File: config.mk
export PLATFORM = sky130hd
export DESIGN_NAME = one_time_enabled_watchdog
export DESIGN_NICKNAME = d
export VERILOG_FILES = /design/src/one_time_enabled_watchdog.v /design/src/prescale_divider.v /design/src/wdt_counter.v
export VERILOG_INCLUDE_DIRS = /design/src /design/src/src
export SDC_FILE = /design/constraint.sdc
export NUM_CORES = 1
export LEC_CHECK = 0
export ABC_AREA = 1
export BUFFER_PORTS_ARGS = -buffer_cell sky130_fd_sc_hd__buf_4
export CAP_MARGIN = 20
export CORE_MARGIN = 2
export CORE_UTILIZATION = 50
export CTS_BUF_LIST = sky130_fd_sc_hd__clkbuf_4
export CTS_CLUSTER_DIAMETER = 200
export DETAILED_ROUTE_END_ITERATION = 10
export HOLD_SLACK_MARGIN = 0.08
export PLACE_DENSITY = 0.84
export SYNTH_ARGS = -nofsm -noshare
export SYNTH_HDL_FRONTEND = slang
export SYNTH_HIERARCHICAL = 1
export SYNTH_SLANG_ARGS = --single-unit
File: constraint.sdc
create_clock -name pclk -period 1.8 [get_ports pclk]
set_clock_uncertainty 0.15 [all_clocks]
set_input_delay 0.27 -clock pclk [delete_from_list [all_inputs] [get_ports pclk]]
set_output_delay 0.27 -clock pclk [all_outputs]
set_load 0.005 [all_outputs]
File: src/watchdog_defines.vh
`ifndef WATCHDOG_DEFINES_VH
`define WATCHDOG_DEFINES_VH

// register indices and byte addresses (byte address = 4 x index)
`define CONTROL_INDEX 12'h0E1
`define CONTROL_ADDR 12'h384
`define IRQ_STATUS_ADDR 12'h000
`define IRQ_MASK_ADDR 12'h004
`define STATE_ADDR 12'h008

// control register fields
`define FLAG_BIT 7
`define ENABLE_BIT 5
`define CLEAR_BIT 4
`define IDLE_BIT 3
`define PRESCALE_MSB 2
`define PRESCALE_LSB 0
`define CONTROL_RESET 8'h00

// interrupt status fields
`define IRQ_OVERFLOW_BIT 0
`define IRQ_KICK_BIT 1
`define IRQ_WIDTH 2
`define IRQ_RESET 2'h0

// timing
`define CLOCK_PERIOD_NS 25
`define BASE_DIVIDE 4'hC
`define COUNTER_WIDTH 15
`define PRESCALE_WIDTH 8
`define RESET_PULSE_CYCLES 4'h4
`define STRAP_SYNC_CYCLES 2'h3

`endif

File: src/one_time_enabled_watchdog.v
// Notes on behaviour
// 15-bit free-running up counter fed by an 8-bit prescaler off the system clock.
// counting starts only after software writes 1 to enable bit 5; the nonvolatile auto-enable also sets it.
// when enabled, counter advances once every 12 x prescaler clocks.
// writing 1 to clear bit 4 zeroes the counter; writing 0 does nothing.
// overflow raises a whole-chip reset, restarting execution from the beginning.
// enable cannot be cleared by software; only power-on reset disables it.
// control survives pin, software and watchdog resets; power-on reset gives 0x00.
// control register is write-only; reads return nothing useful.
// overflow sets watchdog reset flag bit 7, held until software clears it.
// in idle, counting continues only when idle-count bit 3 is 1.
// prescaler codes 000..111 select divide by 2, 4, 8 ... 256.
// nonvolatile auto-enable at power-up sets enable and loads idle and prescale.
// overflow after 2^15 increments: 32768 x 12 x prescaler clock periods.
// counter frozen in power-down since the clock feeding it stops.
//
// Implementation choice: the APB interface to the registers.
`timescale 1ns/1ps
`include "watchdog_defines.vh"

module one_time_enabled_watchdog #(
  parameter COUNTER_WIDTH = `COUNTER_WIDTH,
  parameter PRESCALE_WIDTH = `PRESCALE_WIDTH
) (
  input wire pclk,
  input wire presetn,
  input wire psel,
  input wire penable,
  input wire pwrite,
  input wire [11:0] paddr,
  input wire [31:0] pwdata,
  input wire [3:0] pstrb,
  output reg [31:0] prdata,
  output reg pready,
  output reg pslverr,
  input wire pin_reset_n,
  input wire soft_reset,
  input wire idle_mode,
  input wire power_down,
  input wire nv_auto_enable_option,
  input wire nv_idle_option,
  input wire [2:0] nv_prescale_option,
  output reg chip_reset,
  output reg irq
);

  // control register, only reset by power-on reset (presetn)
  reg watchdog_reset_flag;
  reg watchdog_enable_bit;
  reg idle_count_bit;
  reg [2:0] prescale_sel;

  reg [`IRQ_WIDTH-1:0] irq_status;
  reg [`IRQ_WIDTH-1:0] irq_mask;

  // pin reset and straps cross in through two flops
  reg pin_meta;
  reg pin_sync;
  reg [4:0] strap_meta;
  reg [4:0] strap_sync;
  reg [1:0] strap_wait;
  reg strap_done;

  reg [3:0] reset_hold;
  reg counter_restart;

  wire tick;
  wire overflow;
  wire [COUNTER_WIDTH-1:0] count;
  wire run;
  wire setup;
  wire wr_access;
  wire write_control;
  wire write_status;
  wire write_mask;
  wire clear_request;
  wire mapped;
  reg [31:0] next_rdata;

  assign setup = psel && !penable;
  assign wr_access = psel && penable && pready && pwrite;
  assign write_control = wr_access && (paddr == `CONTROL_ADDR) && pstrb[0];
  assign write_status = wr_access && (paddr == `IRQ_STATUS_ADDR) && pstrb[0];
  assign write_mask = wr_access && (paddr == `IRQ_MASK_ADDR) && pstrb[0];
  assign clear_request = write_control && pwdata[`CLEAR_BIT];
  assign mapped = (paddr == `CONTROL_ADDR) || (paddr == `IRQ_STATUS_ADDR) ||
                  (paddr == `IRQ_MASK_ADDR) || (paddr == `STATE_ADDR);

  // frozen while disabled, in power-down, or in idle without the idle bit
  assign run = watchdog_enable_bit && !power_down &&
               (!idle_mode || idle_count_bit);

  always @(posedge pclk or negedge presetn) begin
    if (!presetn) begin
      pin_meta <= 1'b1;
      pin_sync <= 1'b1;
      strap_meta <= 5'h00;
      strap_sync <= 5'h00;
    end else begin
      pin_meta <= pin_reset_n;
      pin_sync <= pin_meta;
      strap_meta <= {nv_auto_enable_option, nv_idle_option, nv_prescale_option};
      strap_sync <= strap_meta;
    end
  end

  // straps are loaded once, after the sync chain has settled past release
  always @(posedge pclk or negedge presetn) begin
    if (!presetn) begin
      strap_wait <= 2'h0;
      strap_done <= 1'b0;
    end else if (!strap_done) begin
      if (strap_wait == `STRAP_SYNC_CYCLES - 2'h1) begin
        strap_done <= 1'b1;
      end else begin
        strap_wait <= strap_wait + 2'h1;
      end
    end
  end

  // control register: presetn is the power-on reset; other resets leave it alone
  always @(posedge pclk or negedge presetn) begin
    if (!presetn) begin
      watchdog_reset_flag <= 1'b0;
      watchdog_enable_bit <= 1'b0;
      idle_count_bit <= 1'b0;
      prescale_sel <= 3'h0;
    end else begin
      if (!strap_done && (strap_wait == `STRAP_SYNC_CYCLES - 2'h1) && strap_sync[4]) begin
        watchdog_enable_bit <= 1'b1;
        idle_count_bit <= strap_sync[3];
        prescale_sel <= strap_sync[2:0];
      end else if (write_control) begin
        // enable is one-way: a written 0 is ignored
        watchdog_enable_bit <= watchdog_enable_bit | pwdata[`ENABLE_BIT];
        idle_count_bit <= pwdata[`IDLE_BIT];
        prescale_sel <= pwdata[`PRESCALE_MSB:`PRESCALE_LSB];
      end
      // overflow set wins over a software clear in the same cycle
      if (overflow) begin
        watchdog_reset_flag <= 1'b1;
      end else if (write_control && !pwdata[`FLAG_BIT]) begin
        watchdog_reset_flag <= 1'b0;
      end
    end
  end

  // chip reset pulse on overflow; pin and soft reset restart the timer too
  always @(posedge pclk or negedge presetn) begin
    if (!presetn) begin
      reset_hold <= 4'h0;
      chip_reset <= 1'b0;
      counter_restart <= 1'b1;
    end else begin
      if (overflow) begin
        reset_hold <= `RESET_PULSE_CYCLES;
      end else if (reset_hold != 4'h0) begin
        reset_hold <= reset_hold - 4'h1;
      end
      chip_reset <= overflow || (reset_hold > 4'h1);
      counter_restart <= !pin_sync || soft_reset || overflow;
    end
  end

  prescale_divider #(
    .PRESCALE_WIDTH(PRESCALE_WIDTH)
  ) u_prescale (
    .pclk(pclk),
    .presetn(presetn),
    .restart(counter_restart || clear_request || !watchdog_enable_bit),
    .run(run),
    .prescale_sel(prescale_sel),
    .tick(tick)
  );

  wdt_counter #(
    .WIDTH(COUNTER_WIDTH)
  ) u_counter (
    .pclk(pclk),
    .presetn(presetn),
    .restart(counter_restart || clear_request || !watchdog_enable_bit),
    .tick(tick),
    .count(count),
    .overflow(overflow)
  );

  // interrupt status: sticky, write one to clear, set beats clear
  always @(posedge pclk or negedge presetn) begin
    if (!presetn) begin
      irq_status <= `IRQ_RESET;
      irq_mask <= `IRQ_RESET;
      irq <= 1'b0;
    end else begin
      irq_status[`IRQ_OVERFLOW_BIT] <= overflow ||
        (irq_status[`IRQ_OVERFLOW_BIT] && !(write_status && pwdata[`IRQ_OVERFLOW_BIT]));
      irq_status[`IRQ_KICK_BIT] <= clear_request ||
        (irq_status[`IRQ_KICK_BIT] && !(write_status && pwdata[`IRQ_KICK_BIT]));
      if (write_mask) begin
        irq_mask <= pwdata[`IRQ_WIDTH-1:0];
      end
      irq <= |(irq_status & irq_mask);
    end
  end

  // read data; control reads back as zero since it is write-only
  always @* begin
    next_rdata = 32'h00000000;
    case (paddr)
      `CONTROL_ADDR: next_rdata = 32'h00000000;
      `IRQ_STATUS_ADDR: next_rdata[`IRQ_WIDTH-1:0] = irq_status;
      `IRQ_MASK_ADDR: next_rdata[`IRQ_WIDTH-1:0] = irq_mask;
      `STATE_ADDR: begin
        next_rdata[COUNTER_WIDTH-1:0] = count;
        next_rdata[16] = watchdog_enable_bit;
        next_rdata[17] = watchdog_reset_flag;
        next_rdata[18] = run;
      end
      default: next_rdata = 32'h00000000;
    endcase
  end

  // no wait state: answer registered in setup, pready high in the first access cycle
  always @(posedge pclk or negedge presetn) begin
    if (!presetn) begin
      prdata <= 32'h00000000;
      pready <= 1'b0;
      pslverr <= 1'b0;
    end else if (setup) begin
      prdata <= pwrite ? 32'h00000000 : next_rdata;
      pready <= 1'b1;
      pslverr <= !mapped;
    end else begin
      prdata <= 32'h00000000;
      pready <= 1'b0;
      pslverr <= 1'b0;
    end
  end

endmodule // one_time_enabled_watchdog

File: src/prescale_divider.v
`timescale 1ns/1ps
`include "watchdog_defines.vh"

module prescale_divider #(
  parameter PRESCALE_WIDTH = `PRESCALE_WIDTH
) (
  input wire pclk,
  input wire presetn,
  input wire restart,
  input wire run,
  input wire [2:0] prescale_sel,
  output reg tick
);

  reg [3:0] base_count;
  reg [PRESCALE_WIDTH-1:0] pre_count;
  wire [PRESCALE_WIDTH:0] wide_mask;
  wire [PRESCALE_WIDTH-1:0] mask;
  wire base_wrap;
  wire pre_wrap;

  // codes 0..7 give divide by 2..256
  // shift amount widened so code 7 does not wrap to a zero shift
  assign wide_mask = ({{PRESCALE_WIDTH{1'b0}}, 1'b1} << ({1'b0, prescale_sel} + 4'h1)) -
                     {{PRESCALE_WIDTH{1'b0}}, 1'b1};
  assign mask = wide_mask[PRESCALE_WIDTH-1:0];
  assign base_wrap = (base_count == (`BASE_DIVIDE - 4'h1));
  assign pre_wrap = ((pre_count & mask) == mask);

  always @(posedge pclk or negedge presetn) begin
    if (!presetn) begin
      base_count <= 4'h0;
      pre_count <= {PRESCALE_WIDTH{1'b0}};
      tick <= 1'b0;
    end else if (restart) begin
      base_count <= 4'h0;
      pre_count <= {PRESCALE_WIDTH{1'b0}};
      tick <= 1'b0;
    end else if (run) begin
      // one tick every 12 x prescaler clocks
      tick <= base_wrap && pre_wrap;
      if (base_wrap) begin
        base_count <= 4'h0;
        pre_count <= pre_count + 1'b1;
      end else begin
        base_count <= base_count + 4'h1;
      end
    end else begin
      tick <= 1'b0;
    end
  end

endmodule // prescale_divider

File: src/wdt_counter.v
`timescale 1ns/1ps
`include "watchdog_defines.vh"

module wdt_counter #(
  parameter WIDTH = `COUNTER_WIDTH
) (
  input wire pclk,
  input wire presetn,
  input wire restart,
  input wire tick,
  output reg [WIDTH-1:0] count,
  output reg overflow
);

  always @(posedge pclk or negedge presetn) begin
    if (!presetn) begin
      count <= {WIDTH{1'b0}};
      overflow <= 1'b0;
    end else if (restart) begin
      count <= {WIDTH{1'b0}};
      overflow <= 1'b0;
    end else begin
      // overflow after 2^WIDTH increments
      overflow <= tick && (&count);
      if (tick) begin
        count <= count + 1'b1;
      end
    end
  end

endmodule // wdt_counter

## Word level (Yosys, flattened, before mapping)

Cells that the tools add are included.

- Add/sub/neg operators: 7
- Multipliers: 0
- Div/mod/pow operators: 0
- Magnitude comparators: 1
- Equality and inequality tests: 6
- Shifts and indexed selects: 1
- Mux-type cells: 30
- Bitwise gates (word level): 5
- Reduce and logical (&&, ||, !) cells: 55

Operators by type and width:

| cell | count |
|---|---|
| $mux W32 | 1 |
| $mux W15 | 2 |
| $mux W8 | 3 |
| $logic_and A1 B1 Y1 | 22 |
| $mux W4 | 5 |
| $mux W19 | 1 |
| $add A15 B1 Y15 const B | 1 |
| $reduce_and A15 Y1 | 1 |
| $mux W1 | 13 |
| $mux W13 | 1 |
| $eq A12 B10 Y1 const B | 1 |
| $eq A12 B3 Y1 const B | 1 |
| $eq A12 B4 Y1 const B | 1 |
| $logic_not A12 Y1 | 1 |
| $reduce_bool A2 Y1 | 6 |
| $logic_or A1 B1 Y1 | 11 |
| $logic_not A1 Y1 | 10 |
| $mux W3 | 3 |
| $add A8 B1 Y8 const B | 1 |
| $and A8 B8 Y8 | 1 |
| $eq A8 B8 Y1 | 1 |
| $shl A1 B4 Y8 const A | 1 |
| $sub A8 B1 Y8 const B | 1 |
| $pmux W2 S3 | 1 |
| 13 further kinds | 15 |

- Flip-flop bits (word level): 95
- Latch bits: 0
- RAM bits: 0
- Bits in read-only memories: 0
- Output and inout port bits: 36
- Logic and storage cells: 129
- Memories: 0

## Longest topological paths before layout

- Depth in word-level cells: 10
- Mapped depth: 14
- Mapped depth without buffers: 14

## Cells and area by module

The synthesis kept the hierarchy.

Modules (own cells, without submodules):

| module | times used | cells each | area an instance (um^2) | sequential area each (um^2) |
|---|---|---|---|---|
| one_time_enabled_watchdog | 1 | 227 | 2290.9 | 1305.0 |
| wdt_counter | 1 | 124 | 902.1 | 400.4 |
| prescale_divider | 1 | 133 | 883.3 | 325.3 |

## Worst setup path after synthesis

OpenSTA, ideal clock, no wires.

- Path type: input to register
- From: input paddr[11]
- To: register u_counter.count[10]
- Data arrival time: 1.579 ns
- Required time: 1.527 ns
- Setup slack: -0.052 ns
- Cell stages on the path: 12
- Cells stage by stage: nor2_2 nand2_2 nor2_1 nand2_1 nor2_1 nand2_1 nand2_1 nor2_4 nor2_4 nand2_4 nor3b_1 nor2_1

- Cells in the longest elaborated chain, start to end: 7
- Elaborated cells on any way between the ends: 8
- Classes of those cells: eq/ne (1); mux (1); reduce/logical (6)

RTL lines:

| what | RTL line | source |
|---|---|---|
| start: declaration | one_time_enabled_watchdog.v:30 | `input wire [11:0] paddr,` |
| $eq A12 B10 Y1 (no source line) (*) | -- |  |
| $logic_and A1 B1 Y1 (*) (2 in series) | one_time_enabled_watchdog.v:82 | `` assign write_control = wr_access && (paddr == `CONTROL_ADDR) && pstrb[0]; `` |
| $logic_and A1 B1 Y1 (*) | one_time_enabled_watchdog.v:85 | `` assign clear_request = write_control && pwdata[`CLEAR_BIT]; `` |
| $logic_or A1 B1 Y1 (*) (2 in series) | one_time_enabled_watchdog.v:181 | `.restart(counter_restart \|\| clear_request \|\| !watchdog_enable_bit),` |
| $mux W15 / $reduce_bool A2 Y1 (equally long branches) | -- |  |
| end signal: assignment | wdt_counter.v:17 | `count <= {WIDTH{1'b0}};` |
| end signal: assignment | wdt_counter.v:20 | `count <= {WIDTH{1'b0}};` |
| end signal: assignment | wdt_counter.v:26 | `count <= count + 1'b1;` |
| end: declaration | wdt_counter.v:11 | `output reg [WIDTH-1:0] count,` |

Every way passes the cells marked *; elsewhere a longest branch is shown, timed or not.
A chain may end at the register's enable or synchronous reset.

## Worst setup path after layout

- From: register pready
- To: register u_counter.count[11]

- Cells in the longest elaborated chain, start to end: 8
- Elaborated cells on any way between the ends: 9
- Classes of those cells: mux (1); reduce/logical (8)

RTL lines:

| what | RTL line | source |
|---|---|---|
| start: declaration | one_time_enabled_watchdog.v:34 | `output reg pready,` |
| start signal: assignment | one_time_enabled_watchdog.v:226 | `pready <= 1'b0;` |
| start signal: assignment | one_time_enabled_watchdog.v:230 | `pready <= 1'b1;` |
| start signal: assignment | one_time_enabled_watchdog.v:234 | `pready <= 1'b0;` |
| $logic_and A1 B1 Y1 (*) (2 in series) | one_time_enabled_watchdog.v:81 | `assign wr_access = psel && penable && pready && pwrite;` |
| $logic_and A1 B1 Y1 (*) (2 in series) | one_time_enabled_watchdog.v:82 |  |
| $logic_and A1 B1 Y1 (*) | one_time_enabled_watchdog.v:85 |  |
| $logic_or A1 B1 Y1 (*) (2 in series) | one_time_enabled_watchdog.v:181 |  |
| $mux W15 / $reduce_bool A2 Y1 (equally long branches) | -- |  |

Marks and branches as above.

==> results.txt <==
FF+latch count, synth: 81
fraction of layout cells with a size suffix above 1: 25.17%
r2r worst-path depth: 13
DRC errors left: 0
htree depth: 3
Worst EP arrival: 1930 ps
Final Non-Filler Cells: 690
number of diodes: 0
fmax: 0.5649 GHz
Leak: 2.544 nW
GRT Resource Usage Total: 21.22%
Final Cycle Share: 98.34%
Post-Route WL: 8702 um
Placed Cells incl. Taps: 653
average size of a mapped cell: 8.422 um2
WHS: 95.88 ps
slowest CP cell: dfrtp_1
via count: 3413
I/O Buffers: 55
Ys Warns: 6
status: finished clean
setup TNS: 0 ps
ANT nets after route: 0
clk buf depth: 2
max cap viols: 0
Area Overhead vs Synth: 25.14%
Die ar.: 8891 um2
Detailed Route Iter0 Violations: 195
CP Class: reg2reg
min-delay src: power_down
Tmin final: 1770 ps
first-pass GRT wire length: 14880 um
Via density: 4.946
number of global-route vias before repair: 3381
Reg2Reg Capture Point: u_counter/count[11]
Design Power: 3.214 mW
synthesized area: 4076 um2
setup slack after layout: 29.93 ps
# nets final: 653
Reg clk slew, reported paths: 120 ps
initial antenna violation count: 0
first-pass iteration count of the detailed router: 5
endpoints failing hold: 0
largest net degree at the start of global routing: 32
Final setup viols: 0
GP Congestion: 0.8542
Worst path max stage delay: 380 ps
final global-route overflow total: 0
RSZ-0062 raised after global routing: yes
starting density of the core: 52.21%
Startpoint Class: register
hpwl dp: 6220 um
critical-path cell list: nand3_2 > nor2_4 > inv_2 > nor2_4 > nand2_2 > nand2_4 > nor2_4 > nor2_2 > nand2_1 > nor2_1 > nand2_1 > nand2_1 > nor2_1
origin of the worst setup path: pready
Hold Crit Class: in2reg
Slew Limit Fails: 0
worst flop-to-flop path startpoint: pready
Crit path required time: 1960 ps
sequential cell area fraction in the yosys report: 49.82%
Die Wd: 94.29 um
clk_lat worst skew: 420 ps
TritonCTS sink count: 81
# hold bufs at CTS: 18
CTS tree: built
Num CTS Buffers: 9
Die H: 94.29 um
post-synth cell types: 41
Setup crit end: u_counter/count[11]
R2R Setup Slk: 30 ps
Power per Cell Area: 630.1 nW/um2
Crit. End Element: register
Mapped Cells: 484
pre-CTS setup slack: -196.1 ps
DR WL/cell: 12.61 um
Peak VDD IR: 0.3401 mV
num ports: 98
Crit Path Max Fanout: 5
clock root cell: clkbuf_4
core area: 7807 um2
Site Rows: 32
routing by layer:
metal	share of wire (%)	wire (um)	vias to the layer above	track usage, %
li1	-	-	1682	-
met1	41	3532	1629	24.95
met2	54	4656	89	38.45
met3	4.6	403	13	5.217
met4	1.3	110	0	5.797
met5	0	0	-	0
stage by stage:
stage | utilization [%] | cell area [um2]
global placement | 60.00 | 4684
detailed placement | 60.00 | 4684
finish | 65.34 | 5101
global route | 65.34 | 5101
CTS | 64.25 | 5016
floorplan | - | 4133
sequential cells by signal (all words and copies together) (netlist names), 2 cells and up:
signal	cells
prdata	18
u_counter/count	15
u_prescale/pre_count	8
strap_meta	5
strap_sync	5
reset_hold	4
u_prescale/base_count	4
prescale_sel	3
irq_mask	2
irq_status	2
strap_wait	2
worst max-delay path, delay by kind of cell (launching register included):
kind,cells,cell delay (ps)
buf+inv,1,60
flops,1,380
simple gates,12,1060
cell type report:
class	count	area, um2
inverters	78	301.5
clock inverters	7	68.82
well taps	102	127.6
flip-flops and latches	81	2032
multi-input cells	320	1732
fillers	599	2706
clock buffers	9	67.56
repair buffers	93	772.0
logic make-up after synthesis:
kind of cell	synth area share, %
AO/OA/AOI/OAI	6.569
XOR/XNOR	0.6447
adder cells (fa/ha/maj)	2.456
buffers and inverters	10.71
flip-flops	49.82
other	0.1842
AND/OR/NAND/NOR	29.62
synth_stat cells, drive strengths merged:
master | number | area (um2)
o21bai | 3 | 30.03
a211oi | 1 | 7.510
nand3b | 1 | 7.510
a31oi | 1 | 6.260
o21ai | 24 | 135.1
nand3 | 36 | 185.2
buf | 17 | 137.6
a22o | 1 | 8.760
inv | 78 | 295.3
xor2 | 2 | 17.52
a2bb2oi | 1 | 8.760
nand2 | 109 | 426.7
nor2 | 86 | 464.2
and3 | 1 | 6.260
nor3 | 4 | 20.02
a21oi | 12 | 63.81
conb | 2 | 7.510
dfrtp | 78 | 1952
o211ai | 1 | 7.510
ha | 8 | 100.1
clkbuf | 1 | 3.750
dfstp | 3 | 78.83
nor3b | 1 | 7.510
xnor2 | 1 | 8.760
nand4 | 12 | 90.09
cells in the final DEF, fill, tap and decap left out, types with 3 or more instances in the layout:
cell,Yosys,layout
nand2_2,4,6
dlygate4sd3_1,0,18
dfrtp_1,78,77
nand3_1,35,32
conb_1,2,15
nand4_1,11,11
nor2_4,14,18
clkbuf_4,0,9
o21ai_0,21,19
inv_1,75,72
nor2_2,8,9
nand2_1,104,101
buf_4,15,72
clkinvlp_4,0,4
ha_1,8,8
nor2_1,63,58
dfstp_2,3,3
a21oi_1,11,11
nand3_2,1,4
inv_2,2,3
nor3_1,4,3
worst min-delay path by stage:
stage / end / slack, ps / cells after the start
finish: prdata[18] / 100 / 5
global route: prdata[18] / 70 / 5
CTS: prdata[18] / 80 / 5
detailed placement: strap_sync[2] / 90 / 1
global placement: strap_wait[0] / 80 / 1
floorplan: chip_reset / -180 / 0
power breakdown:
part	leakage [nW]	internal, mW	switching (mW)
logic	1.42	0.140	0.161
registers	1.06	1.85	0.0132
clock network	0.0636	0.418	0.635
repair_timing:
item | 4_1_cts | 5_1_grt
endpoints found under the hold margin | 99 | 1
setup endpoints to repair | 7 | 29
setup buffers | 0 | 3
pin swaps | 1 | 9
gates resized for setup | 4 | 20
Power figures use the tool's default switching activity.
